File: src/design/fhas_regs.vh
// Register map, field positions, reset values and step table for the fan slew block
`ifndef FHAS_REGS_VH
`define FHAS_REGS_VH

// ----------------------------------------------------------------
// Register indices (byte address = index * 4)
// ----------------------------------------------------------------
`define FHAS_IDX_ACOU_ONE     7'h62
`define FHAS_IDX_ACOU_TWO     7'h63
`define FHAS_IDX_FLOOR_A      7'h64
`define FHAS_IDX_FLOOR_B      7'h65
`define FHAS_IDX_FLOOR_C      7'h66
`define FHAS_IDX_LIMIT_R1     7'h6A
`define FHAS_IDX_LIMIT_LOC    7'h6B
`define FHAS_IDX_LIMIT_R2     7'h6C
`define FHAS_IDX_HYST_R1_LOC  7'h6D
`define FHAS_IDX_HYST_R2      7'h6E
`define FHAS_IDX_STATUS       7'h70
`define FHAS_IDX_DUTY_A       7'h71
`define FHAS_IDX_DUTY_B       7'h72
`define FHAS_IDX_DUTY_C       7'h73

// ----------------------------------------------------------------
// Reset values
// ----------------------------------------------------------------
`define FHAS_RST_ACOU         8'h00
`define FHAS_RST_FLOOR        8'h80
`define FHAS_RST_LIMIT        8'h64
`define FHAS_RST_HYST         4'h4
`define FHAS_HYST_MIN         4'h1

// ----------------------------------------------------------------
// Field positions
// ----------------------------------------------------------------
`define FHAS_KEEP_C_BIT       7
`define FHAS_KEEP_B_BIT       6
`define FHAS_KEEP_A_BIT       5
`define FHAS_EN_A_BIT         3
`define FHAS_EN_B_BIT         7
`define FHAS_EN_C_BIT         3

// ----------------------------------------------------------------
// Overtemp release margin, duty limits and ramp step table
// ----------------------------------------------------------------
`define FHAS_OT_HYST          8'h04
`define FHAS_DUTY_FULL        8'hFF
`define FHAS_DUTY_OFF         8'h00
`define FHAS_STEP_0           8'h01
`define FHAS_STEP_1           8'h02
`define FHAS_STEP_2           8'h03
`define FHAS_STEP_3           8'h05
`define FHAS_STEP_4           8'h08
`define FHAS_STEP_5           8'h0C
`define FHAS_STEP_6           8'h18
`define FHAS_STEP_7           8'h30

`endif

File: src/design/fhas_core.v
// Fan on/off hysteresis, overtemp override and acoustic slew limiter with Wishbone registers
//
// How it works
// [RULE1] Three overtemp limit registers, remote 1, local and remote 2, reset to 0x64 (100 C).
// [RULE2] Each channel hysteresis is 1 to 15 C and resets to 4 C.
// [RULE3] Register 0x6D holds remote 1 hysteresis in bits 7:4 and local in bits 3:0.
// [RULE4] Register 0x6E holds remote 2 hysteresis in bits 7:4, reset 4 C.
// [RULE5] A running fan stays on until temperature is a hysteresis below turn-on threshold.
// [RULE6] Acoustic cfg bit 7 clear stops output c when off, set runs it at its floor duty.
// [RULE7] Acoustic cfg bit 6 clear stops output b when off, set runs it at its floor duty.
// [RULE8] Acoustic cfg bit 5 clear stops output a when off, set runs it at its floor duty.
// [RULE9] An output kept at its floor ignores hysteresis when temperature falls.
// [RULE10] Without enhancement a new calculated duty is applied at once.
// [RULE11] With enhancement the duty change per update is limited.
// [RULE12] With enhancement the duty moves a fixed step toward the target, up or down.
// [RULE13] Enhancement is enabled per output, whatever channel drives it.
// [RULE14] Any temperature above its limit forces full duty until 4 C below that limit; the code holds it until more than 4 C below.
// [RULE15] Acoustic cfg one bit 3 enables enhancement on output a.
// [RULE16] A 3-bit code per output picks a step of 1, 2, 3, 5, 8, 12, 24 or 48 slots.
// [RULE17] Each output keeps an on/off state; once off it waits for temp above threshold.
`include "fhas_regs.vh"
`default_nettype none

module fhas_core (
    input  wire        clk_i,
    input  wire        rst_i,
    // Wishbone classic slave
    input  wire        wb_cyc_i,
    input  wire        wb_stb_i,
    input  wire        wb_we_i,
    input  wire [8:0]  wb_adr_i,
    input  wire [3:0]  wb_sel_i,
    input  wire [31:0] wb_dat_i,
    output reg  [31:0] wb_dat_o,
    output reg         wb_ack_o,
    // Temperature readings and turn-on thresholds per channel
    input  wire [7:0]  temp_r1_i,
    input  wire [7:0]  temp_loc_i,
    input  wire [7:0]  temp_r2_i,
    input  wire [7:0]  tmin_r1_i,
    input  wire [7:0]  tmin_loc_i,
    input  wire [7:0]  tmin_r2_i,
    // Channel feeding each output: 0 remote 1, 1 local, 2 remote 2
    input  wire [1:0]  chan_a_i,
    input  wire [1:0]  chan_b_i,
    input  wire [1:0]  chan_c_i,
    // Calculated target duty per output and update strobe
    input  wire [7:0]  target_a_i,
    input  wire [7:0]  target_b_i,
    input  wire [7:0]  target_c_i,
    input  wire        update_i,
    // Applied duty cycles and overtemp flag
    output wire [7:0]  fan_output_a_o,
    output wire [7:0]  fan_output_b_o,
    output wire [7:0]  fan_output_c_o,
    output reg         overtemp_o
);

    // ------------------------------------------------------------
    // Storage
    // ------------------------------------------------------------
    reg  [7:0] acou_one_r;
    reg  [7:0] acou_two_r;
    reg  [7:0] floor_r      [0:2];
    reg  [7:0] limit_r      [0:2];
    reg  [3:0] hyst_r       [0:2];
    reg  [7:0] duty_r       [0:2];
    reg  [2:0] on_r;

    wire [7:0] temp_w       [0:2];
    wire [7:0] tmin_w       [0:2];
    wire [7:0] tgt_w        [0:2];
    wire [1:0] chan_w       [0:2];
    wire [6:0] idx_w;
    wire       req_w;
    wire       wr_w;

    // One loop index per process; a shared index re-wakes the comb blocks
    integer    i_ot;
    integer    i_fan;
    integer    i_duty;
    integer    i_cfg;

    assign temp_w[0] = temp_r1_i;
    assign temp_w[1] = temp_loc_i;
    assign temp_w[2] = temp_r2_i;
    assign tmin_w[0] = tmin_r1_i;
    assign tmin_w[1] = tmin_loc_i;
    assign tmin_w[2] = tmin_r2_i;
    assign tgt_w[0]  = target_a_i;
    assign tgt_w[1]  = target_b_i;
    assign tgt_w[2]  = target_c_i;
    assign chan_w[0] = chan_a_i;
    assign chan_w[1] = chan_b_i;
    assign chan_w[2] = chan_c_i;

    assign fan_output_a_o = duty_r[0];
    assign fan_output_b_o = duty_r[1];
    assign fan_output_c_o = duty_r[2];

    // ------------------------------------------------------------
    // Helper functions
    // ------------------------------------------------------------
    // Step code to slot count
    function [7:0] step_of;
        input [2:0] code;
        begin
            case (code) // [RULE16]
                3'h0:    step_of = `FHAS_STEP_0;
                3'h1:    step_of = `FHAS_STEP_1;
                3'h2:    step_of = `FHAS_STEP_2;
                3'h3:    step_of = `FHAS_STEP_3;
                3'h4:    step_of = `FHAS_STEP_4;
                3'h5:    step_of = `FHAS_STEP_5;
                3'h6:    step_of = `FHAS_STEP_6;
                default: step_of = `FHAS_STEP_7;
            endcase
        end
    endfunction

    // Zero written to a hysteresis field would defeat the chatter guard
    function [3:0] hyst_fix;
        input [3:0] v;
        begin
            hyst_fix = (v == 4'h0) ? `FHAS_HYST_MIN : v; // [RULE2]
        end
    endfunction

    // Channel index clamp: code 3 falls back to remote 1
    function [1:0] chan_fix;
        input [1:0] c;
        begin
            chan_fix = (c == 2'h3) ? 2'h0 : c;
        end
    endfunction

    // One slew step from cur toward tgt, never overshooting
    function [7:0] slew;
        input [7:0] cur;
        input [7:0] tgt;
        input [7:0] step;
        reg   [8:0] up;
        begin
            up = {1'b0, cur} + {1'b0, step};
            if (tgt > cur) begin
                slew = (up > {1'b0, tgt}) ? tgt : up[7:0]; // [RULE12]
            end else if (tgt < cur) begin
                slew = (cur < step || (cur - step) < tgt) ? tgt : cur - step; // [RULE12]
            end else begin
                slew = cur;
            end
        end
    endfunction

    // ------------------------------------------------------------
    // Per-output configuration decode
    // ------------------------------------------------------------
    // Each output has its own enable and step, independent of channel
    reg        en_w   [0:2];
    reg  [2:0] code_w [0:2];
    reg        keep_w [0:2];

    always @* begin
        en_w[0]   = acou_one_r[`FHAS_EN_A_BIT]; // [RULE15] [RULE13]
        en_w[1]   = acou_two_r[`FHAS_EN_B_BIT]; // [RULE13]
        en_w[2]   = acou_two_r[`FHAS_EN_C_BIT]; // [RULE13]
        code_w[0] = acou_one_r[2:0];
        code_w[1] = acou_two_r[6:4];
        code_w[2] = acou_two_r[2:0];
        keep_w[0] = acou_one_r[`FHAS_KEEP_A_BIT]; // [RULE8]
        keep_w[1] = acou_one_r[`FHAS_KEEP_B_BIT]; // [RULE7]
        keep_w[2] = acou_one_r[`FHAS_KEEP_C_BIT]; // [RULE6]
    end

    // ------------------------------------------------------------
    // Overtemp detection
    // ------------------------------------------------------------
    // Set when any channel is above its limit, released only when
    // every channel is more than 4 C below its own limit
    reg ot_over_w;
    reg ot_near_w;

    always @* begin
        ot_over_w = 1'b0;
        ot_near_w = 1'b0;
        for (i_ot = 0; i_ot < 3; i_ot = i_ot + 1) begin
            if (temp_w[i_ot] > limit_r[i_ot]) begin
                ot_over_w = 1'b1; // [RULE14]
            end
            if ({1'b0, temp_w[i_ot]} + {1'b0, `FHAS_OT_HYST} >= {1'b0, limit_r[i_ot]}) begin
                ot_near_w = 1'b1; // [RULE14]
            end
        end
    end

    // ------------------------------------------------------------
    // Fan state and duty update
    // ------------------------------------------------------------
    // Off state: hysteresis-gated for stopping fans; a floor-keeping
    // fan simply drops to its floor once below threshold
    reg  [2:0] on_nxt;
    reg  [7:0] calc_w [0:2];
    reg  [7:0] t_w;
    reg  [7:0] m_w;
    reg  [3:0] h_w;
    reg  [1:0] c_w;

    always @* begin
        t_w = 8'h00;
        m_w = 8'h00;
        h_w = 4'h0;
        c_w = 2'h0;
        for (i_fan = 0; i_fan < 3; i_fan = i_fan + 1) begin
            c_w = chan_fix(chan_w[i_fan]);
            t_w = temp_w[c_w];
            m_w = tmin_w[c_w];
            h_w = hyst_r[c_w];
            on_nxt[i_fan] = on_r[i_fan];
            if (t_w > m_w) begin
                on_nxt[i_fan] = 1'b1; // [RULE17]
            end else if ({1'b0, t_w} + {5'h00, h_w} <= {1'b0, m_w}) begin
                on_nxt[i_fan] = 1'b0; // [RULE5]
            end
            if (keep_w[i_fan]) begin
                calc_w[i_fan] = (t_w > m_w) ? tgt_w[i_fan] : floor_r[i_fan]; // [RULE9]
            end else begin
                calc_w[i_fan] = on_nxt[i_fan] ? tgt_w[i_fan] : `FHAS_DUTY_OFF; // [RULE5]
            end
        end
    end

    // Duty registers only move on an update strobe
    always @(posedge clk_i) begin
        if (rst_i) begin
            on_r       <= 3'h0;
            overtemp_o <= 1'b0;
            for (i_duty = 0; i_duty < 3; i_duty = i_duty + 1) begin
                duty_r[i_duty] <= `FHAS_DUTY_OFF;
            end
        end else if (update_i) begin
            on_r <= on_nxt;
            if (ot_over_w || (overtemp_o && ot_near_w)) begin
                overtemp_o <= 1'b1; // [RULE14]
                for (i_duty = 0; i_duty < 3; i_duty = i_duty + 1) begin
                    duty_r[i_duty] <= `FHAS_DUTY_FULL; // [RULE14]
                end
            end else begin
                overtemp_o <= 1'b0;
                for (i_duty = 0; i_duty < 3; i_duty = i_duty + 1) begin
                    if (en_w[i_duty]) begin
                        duty_r[i_duty] <= slew(duty_r[i_duty], calc_w[i_duty],
                                               step_of(code_w[i_duty])); // [RULE11]
                    end else begin
                        duty_r[i_duty] <= calc_w[i_duty]; // [RULE10]
                    end
                end
            end
        end
    end

    // ------------------------------------------------------------
    // Wishbone slave
    // ------------------------------------------------------------
    // Word index from byte address; ack is one registered cycle
    assign idx_w = wb_adr_i[8:2];
    assign req_w = wb_cyc_i & wb_stb_i & ~wb_ack_o;
    assign wr_w  = req_w & wb_we_i & wb_sel_i[0];

    // Register writes, only byte lane 0 carries data
    always @(posedge clk_i) begin
        if (rst_i) begin
            acou_one_r <= `FHAS_RST_ACOU;
            acou_two_r <= `FHAS_RST_ACOU;
            for (i_cfg = 0; i_cfg < 3; i_cfg = i_cfg + 1) begin
                floor_r[i_cfg] <= `FHAS_RST_FLOOR;
                limit_r[i_cfg] <= `FHAS_RST_LIMIT; // [RULE1]
                hyst_r[i_cfg]  <= `FHAS_RST_HYST;  // [RULE2] [RULE4]
            end
        end else if (wr_w) begin
            case (idx_w)
                `FHAS_IDX_ACOU_ONE:    acou_one_r <= wb_dat_i[7:0];
                `FHAS_IDX_ACOU_TWO:    acou_two_r <= wb_dat_i[7:0];
                `FHAS_IDX_FLOOR_A:     floor_r[0] <= wb_dat_i[7:0];
                `FHAS_IDX_FLOOR_B:     floor_r[1] <= wb_dat_i[7:0];
                `FHAS_IDX_FLOOR_C:     floor_r[2] <= wb_dat_i[7:0];
                `FHAS_IDX_LIMIT_R1:    limit_r[0] <= wb_dat_i[7:0]; // [RULE1]
                `FHAS_IDX_LIMIT_LOC:   limit_r[1] <= wb_dat_i[7:0]; // [RULE1]
                `FHAS_IDX_LIMIT_R2:    limit_r[2] <= wb_dat_i[7:0]; // [RULE1]
                `FHAS_IDX_HYST_R1_LOC: begin
                    hyst_r[0] <= hyst_fix(wb_dat_i[7:4]); // [RULE3]
                    hyst_r[1] <= hyst_fix(wb_dat_i[3:0]); // [RULE3]
                end
                `FHAS_IDX_HYST_R2:     hyst_r[2] <= hyst_fix(wb_dat_i[7:4]); // [RULE4]
                default: ;
            endcase
        end
    end

    // Read mux; unmapped indices read zero but still ack
    reg [7:0] rd_w;

    always @* begin
        case (idx_w)
            `FHAS_IDX_ACOU_ONE:    rd_w = acou_one_r;
            `FHAS_IDX_ACOU_TWO:    rd_w = acou_two_r;
            `FHAS_IDX_FLOOR_A:     rd_w = floor_r[0];
            `FHAS_IDX_FLOOR_B:     rd_w = floor_r[1];
            `FHAS_IDX_FLOOR_C:     rd_w = floor_r[2];
            `FHAS_IDX_LIMIT_R1:    rd_w = limit_r[0];
            `FHAS_IDX_LIMIT_LOC:   rd_w = limit_r[1];
            `FHAS_IDX_LIMIT_R2:    rd_w = limit_r[2];
            `FHAS_IDX_HYST_R1_LOC: rd_w = {hyst_r[0], hyst_r[1]}; // [RULE3]
            `FHAS_IDX_HYST_R2:     rd_w = {hyst_r[2], 4'h0};      // [RULE4]
            `FHAS_IDX_STATUS:      rd_w = {4'h0, on_r, overtemp_o};
            `FHAS_IDX_DUTY_A:      rd_w = duty_r[0];
            `FHAS_IDX_DUTY_B:      rd_w = duty_r[1];
            `FHAS_IDX_DUTY_C:      rd_w = duty_r[2];
            default:               rd_w = 8'h00;
        endcase
    end

    // Ack and read data registered together, ack drops next cycle
    always @(posedge clk_i) begin
        if (rst_i) begin
            wb_ack_o <= 1'b0;
            wb_dat_o <= 32'h00000000;
        end else begin
            wb_ack_o <= req_w;
            if (req_w) begin
                wb_dat_o <= {24'h000000, rd_w};
            end
        end
    end

endmodule // fhas_core

`default_nettype wire

File: config.mk
export PLATFORM = sky130hd
export DESIGN_NAME = fhas_core
export DESIGN_NICKNAME = d
export VERILOG_FILES = /design/src/design/fhas_core.v
export VERILOG_INCLUDE_DIRS = /design/src /design/src/design
export SDC_FILE = /design/constraint.sdc
export NUM_CORES = 1
export LEC_CHECK = 0
export BUFFER_PORTS_ARGS = -buffer_cell sky130_fd_sc_hd__buf_2
export CORE_UTILIZATION = 45
export DETAILED_ROUTE_END_ITERATION = 6
export GPL_ROUTABILITY_DRIVEN = 0
export PLACE_DENSITY = 0.72
export RECOVER_POWER = 50
export SYNTH_ARGS = -nofsm -noshare
export SYNTH_HDL_FRONTEND = slang
export SYNTH_SLANG_ARGS = --single-unit
File: constraint.sdc
create_clock -name clk_i -period 8.5 [get_ports clk_i]
set_clock_uncertainty 0.05 [all_clocks]
set_input_delay 0.85 -clock clk_i [delete_from_list [all_inputs] [get_ports clk_i]]
set_output_delay 0.85 -clock clk_i [all_outputs]
set_load 0.02 [all_outputs]
==> key figures, run 1 <==
Run status
  – Status: finished with violations
  – Failing checks: DRC, capacitance limit, slew limit

Clock network
  – Post-CTS Hold Buffers: 0
  – Num CTS Buffers: 17
  – Post-cts sizing count: 0
  – CTS Sinks: ~110
  – Worst-path clk slew: ~0.06 ns
  – CTS H-tree depth: 4
  – Clock Tree Root: clkbuf_16
  – CTS Buffer Depth: 2
  – CTS tree: built
  – Clk_lat worst skew: about 0.42 ns
  – Postcts setup bufs: 0

Floorplan
  – Initial Util: between 40% and 50%
  – Core Area: between 0.03 and 0.04 sq mm
  – Die width: 178.0 um
  – I/O pins: 187
  – Die Y: ~180 um
  – Total die area: about 0.032 sq mm
  – Row count: 64

Detailed routing
  – 1st-iter DRT viols: ~1500
  – WL final: about 46000 um
  – Final ANT Viol Nets: 0
  – TritonRoute pass-1 iters: 7
  – Vias per cell: 6.300
  – Mean routed wirelength per cell: 21.40 um
  – Drt drc: 3
  – Vias: roughly 14000

STA
  – RSZ-0062 raised after global routing: false
  – Slew margin rel.: -14.06%
  – Fmax: approximately 130 MHz
  – Final setup violation count: 0
  – Hold Fails Final Rpt: 0
  – Min Clock Period, post-route: a little under 8 ns
  – Period utilization: approximately 92%
  – Least-Margin Pin Slew: around 1.7 ns
  – Setup_tns: 0 ns
  – Pins Over Slew Limit: 11

Layout
  – Layout area overhead: 10.29%
  – Most common cell after layout, fill and taps aside: ha_1
  – Nets@finish: between 2000 and 2500
  – Final cell count without fillers: about 2200
  – Commonest non-fill, non-tap cells in the layout: 204 x ha_1, 157 x inv_1, 115 x a21oi_1
  – Share of layout cells above drive strength 1: a little over a tenth
  – Fill cell count: between 2000 and 3000

Place
  – PortBufs: approximately 130
  – Dpl hpwl: ~37000 um
  – Placed Cells: 2124

Worst hold path
  – Worst Hold Class: flip-flop to flip-flop

Critical path
  – Critical path data required time: a little under 9 ns
  – Max FO, Critical Path: 16
  – Setup crit end kind: flip-flop
  – CP top delay family: compound AO/OA/AOI/OAI gates
  – Critical path's slowest cell: nor2b_1
  – Worst Setup Path Type: input port to flip-flop
  – Crit path buffers/inverters: 3
  – Startpoint types: input port
  – CP dominant cell by count: ha_1
  – WP data arrival: roughly 7.9 ns
  – Crit path largest cell delay: between 0.6 and 0.7 ns

Global routing
  – Grt ovf: 0
  – GRT Total Usage: 29.16%
  – Initial antenna violation count: 2
  – Vias in the first global route: between 10000 and 15000
  – Largest net degree at the start of global routing: 43
  – Global-route wire length before repair: between 70000 and 80000 um

Synth
  – Number of warning messages in the yosys log: 0
  – Primary FF master, synth: edfxtp_1
  – Register area share after synthesis: approximately 22%
  – Netlist cell types: 95
  – Post-synth EDFFs: 84
  – Synth Instances: between 1500 and 2000
  – Post-Syn Area: roughly 0.014 sq mm
  – Synthesized area per cell: approximately 8.5 sq um
  – Number of synthesized register bits: ~110
  – Ys async rst share: 0%

Power and ir drop
  – P per Cell Area: ~170 mW/mm^2
  – Overall power: 2566 uW
  – Leakage power: 0.006713 uW
  – Maximum vdd ir drop: about 140 uV

Job
  – Max-cap violations: 1
[cells in the mapped netlist, drive strengths merged, types with 25 or more instances]
cell type | n | area, sq um
o21ai | 74 | 392.9
nand2b | 31 | 193.9
nor3 | 26 | 130.1
a22oi | 39 | 302.8
inv | 157 | 589.3
xor2 | 27 | 236.5
a31oi | 25 | 177.7
nand3 | 46 | 230.2
dfxtp | 29 | 580.6
nand2 | 96 | 360.4
edfxtp | 84 | 2522
nand4 | 32 | 206.5
nor2b | 36 | 225.2
clkbuf | 54 | 205.2
mux2i | 26 | 267.8
and2 | 25 | 156.4
xnor2 | 45 | 394.1
ha | 204 | 2552
a21oi | 118 | 601.8
buf | 33 | 245.2
a21o | 43 | 322.8
nor2 | 104 | 397.9
[per-layer routing]
layer  global-route usage [%]  vias up  part of all wire (%)
met5                        0        -                     0
met4                    14.07        0                   5.0
met3                    3.943      150                   9.1
met2                    49.55      757                    46
met1                    36.23     6387                    40
li1                         -     6301                     -
[metrics by stage]
stage / worst slack [ns] / util, % / area, sq um / hold slack, ns
after global routing: 0.1657 / 50.38 / 15370 / 0.4578
after CTS: 0.8773 / 50.54 / 15420 / 0.4207
after global placement: 0.7303 / 48.61 / 14830 / 0.4027
after detailed placement: 0.5018 / 48.61 / 14830 / 0.4114
after floorplan: 1.722 / - / 14020 / 0.3860
final: 0.7138 / 50.39 / 15370 / 0.4220
[cells by family (layout without fill, tap and decap cells)]
kind of cell,after synthesis,in the layout,share of synthesized area [%]
buffers and inverters,245,334,7.487
flip-flops,113,113,22.26
XOR/XNOR,72,72,4.524
other,1,26,0.02690
AND/OR/NAND/NOR,457,457,16.81
multiplexers,37,37,2.837
adder cells (fa/ha/maj),213,213,19.61
AO/OA/AOI/OAI,510,510,26.45
[registers in the layout, summed over array words and instances (netlist names)]
register    cells
limit_r        24
wb_ack_o        1
acou_two_r      8
hyst_r         12
wb_dat_o        8
duty_r         24
on_r            3
acou_one_r      8
overtemp_o      1
floor_r        24
[worst register-to-register path, delay by kind of cell (launching register included)]
family	cells	cell delay [ns]
AOI/OAI and AO/OA	15	3.30
xor gates and xnor gates	1	0.19
adders and majority gates	4	1.18
buffers and inverters	2	0.15
DFF	1	0.46
and+or+nand+nor	5	1.50
[where the power goes]
group	internal [uW]	total (uW)	switching (uW)	leakage, uW
Sequential	620	671	51.0	0.00107
Combinational	457	1170	711	0.00537
Clock	464	727	263	0.000277
[path summary, 6_finish.rpt]
kind                               startpoint       endpoint  slack [ns]  cells past startpoint
worst max-delay path              chan_b_i[0]   duty_r[1][5]        0.71                     29
worst min-delay path            acou_one_r[4]  acou_one_r[4]        0.42                      2
worst min register to register  acou_one_r[4]  acou_one_r[4]        0.42                      2
worst max register to register   hyst_r[1][0]   duty_r[1][5]        1.46                     27
[area by class of cell]
class / count / area, sq um / area share (%)
multi-input combinational: 1313 / 9883 / 64.29
inverter: 158 / 593.1 / 3.858
timing repair buffer: 144 / 703.2 / 4.574
clock buffer: 20 / 446.7 / 2.906
clock inverter: 12 / 142.6 / 0.9279
antenna: 2 / 5.005 / 0.03256
tap: 396 / 495.5 / 3.223
sequential: 113 / 3103 / 20.19
Note: power is estimated with default switching activity, not from simulation.
==> inputs of run 2 (changes only) <==
--- a/config.mk
+++ b/config.mk
@@ -10,6 +10,7 @@
 export CORE_UTILIZATION = 45
 export DETAILED_ROUTE_END_ITERATION = 6
 export GPL_ROUTABILITY_DRIVEN = 0
+export GPL_TIMING_DRIVEN = 0
 export PLACE_DENSITY = 0.72
 export RECOVER_POWER = 50
 export SYNTH_ARGS = -nofsm -noshare
==> key figures, run 2 (same netlist as run 1, synthesis figures left out) <==
Global routing
  – Initial antenna violation count: 1
  – Vias in the first global route: approximately 13000
  – Grt ovf: 0
  – Largest net degree at the start of global routing: 17
  – GRT Total Usage: between 20% and 30%
  – Global-route wire length before repair: ~72000 um

STA
  – Setup ws final: 0.5495 ns
  – RSZ-0062 raised after global routing: false
  – Fmax: 125.8 MHz
  – Hold Fails Final Rpt: 0
  – Min Clock Period, post-route: a little under 8 ns
  – Least-Margin Pin Slew: between 1 and 1.5 ns
  – Final setup violation count: 0
  – Slew margin rel.: 14.85%
  – Setup_tns: 0 ns
  – Pins Over Slew Limit: 0
  – Period utilization: between 90 and 100%

Floorplan
  – Total die area: roughly 0.032 sq mm
  – I/O pins: about 190
  – Core Area: 0.03051 sq mm
  – Die Y: 178.0 um
  – Row count: 64
  – Die width: between 150 and 200 um
  – Initial Util: a little under half

Detailed routing
  – 1st-iter DRT viols: about 1800
  – Final ANT Viol Nets: 0
  – Drt drc: 3
  – Vias: between 10000 and 15000
  – WL final: about 47000 um
  – TritonRoute pass-1 iters: 7
  – Vias per cell: slightly above 6
  – Mean routed wirelength per cell: roughly 21 um

Clock network
  – CTS tree: built
  – CTS H-tree depth: 4
  – Worst-path clk slew: 0.06 ns
  – CTS Buffer Depth: 2
  – Clk_lat worst skew: 0.42 ns
  – Num CTS Buffers: 17
  – CTS Sinks: about 110
  – Clock Tree Root: clkbuf_16

Power and ir drop
  – Leakage power: around 0.0069 uW
  – Maximum vdd ir drop: ~140 uV
  – P per Cell Area: around 160 mW/mm^2

Place
  – Dpl hpwl: approximately 38000 um
  – PortBufs: around 130
  – Placed Cells: approximately 2200
  – Pre-CTS worst setup slack: approximately 0.27 ns

Critical path
  – Worst reg2reg startpoint: hyst_r[1][0]
  – Critical path data required time: between 8 and 9 ns
  – Critical path's slowest cell: a22oi_1
  – Crit path largest cell delay: 0.54 ns
  – R2r setup slk: 1.60 ns
  – Reg2reg path depth: 29
  – CP dominant cell by count: ha_1
  – Max FO, Critical Path: 10
  – Startpoint types: input port
  – WP data arrival: approximately 8.0 ns
  – Critical R2R Capture: duty_r[1][4]
  – Worst Setup Path Type: input port to flip-flop
  – Setup crit end kind: flip-flop

Layout
  – Layout area overhead: 12.96%
  – Nets@finish: 2161
  – Final cell count without fillers: between 2000 and 2500
  – Share of layout cells above drive strength 1: 11.74%
  – Commonest non-fill, non-tap cells in the layout: 204 x ha_1, 157 x inv_1, 115 x a21oi_1
  – Most common cell after layout, fill and taps aside: ha_1
  – Biggest regs: duty_r x24, floor_r x24, limit_r x24

Run status
  – Failing checks: DRC
  – Status: finished with violations

Worst hold path
  – WHS Endpoint: acou_one_r[4]
  – Worst Hold Class: flip-flop to flip-flop
  – Min-delay src: acou_one_r[4]
  – Hold Crit Depth: 2

Job
  – Max-cap violations: 0
[run 2: cell types whose count changed in the layout (fill, tap and decap cells not counted), moves of 2 or more]
| cell | before | now |
|---|---|---|
| buf_4 | 11 | 25 |
| buf_6 | 0 | 3 |
| clkbuf_1 | 38 | 86 |
| clkbuf_2 | 0 | 3 |
| clkinv_1 | 3 | 1 |
[run 2: worst max path at each step]
stage                      from      endpoint  slack (ns)  depth (start not counted)
floorplan           chan_c_i[1]  duty_r[2][0]        1.72                         32
CTS                 chan_a_i[1]  duty_r[0][3]        0.69                         32
detailed placement  chan_a_i[1]  duty_r[0][3]        0.27                         32
global placement    chan_b_i[0]  duty_r[1][5]        0.49                         33
global route        chan_a_i[1]  duty_r[0][3]        0.07                         32
finish              chan_a_i[1]  duty_r[0][3]        0.55                         32
[run 2: critical path: cells and delay by family]
kind / cells / cell delay (ns)
buffers and inverters: 5 / 1.16
AOI/OAI and AO/OA: 16 / 3.89
adders and majority gates: 4 / 1.16
xor gates and xnor gates: 1 / 0.20
and+or+nand+nor: 6 / 0.76
[run 2: repair_timing]
item	in CTS	in global routing
hold buffers	0	0
setup buffers	0	0
gates resized for setup	0	2
setup endpoints to repair	0	3
[run 2: through the flow]
step	util, %	area (sq um)	total power, uW	hold WS (ns)
4_1_cts	51.74	15790	2570	0.4129
3_5_place_dp	49.73	15170	1830	0.4030
3_3_place_gp	49.71	15170	1792	0.4038
6_report	51.61	15750	2593	0.4179
2_1_floorplan	-	14020	1506	0.3860
5_1_grt	51.61	15750	2753	0.4265
[run 2: cell type report]
cell class | count | area (sq um)
fill | 2892 | 14760
multi-input combinational | 1313 | 9884
sequential | 113 | 3103
timing repair buffer | 129 | 601.8
inverter | 158 | 593.1
tap | 396 | 495.5
clock buffer | 19 | 452.9
buffer | 87 | 451.7
clock inverter | 13 | 160.2
antenna | 1 | 2.502
[run 2: metal layers]
metal,up-vias,GRT usage (%),wire length (um)
li1,6449,-,-
met1,6424,36.83,18620
met2,799,49.56,21630
met3,162,4.966,4469
met4,0,16.17,2723
met5,-,0,0
[run 2: where the power goes]
part | internal (uW) | total [uW] | switching [uW]
sequential | 620 | 669 | 49.9
clock | 476 | 744 | 268
combinational | 465 | 1180 | 715
total | 1560 | 2590 | 1030
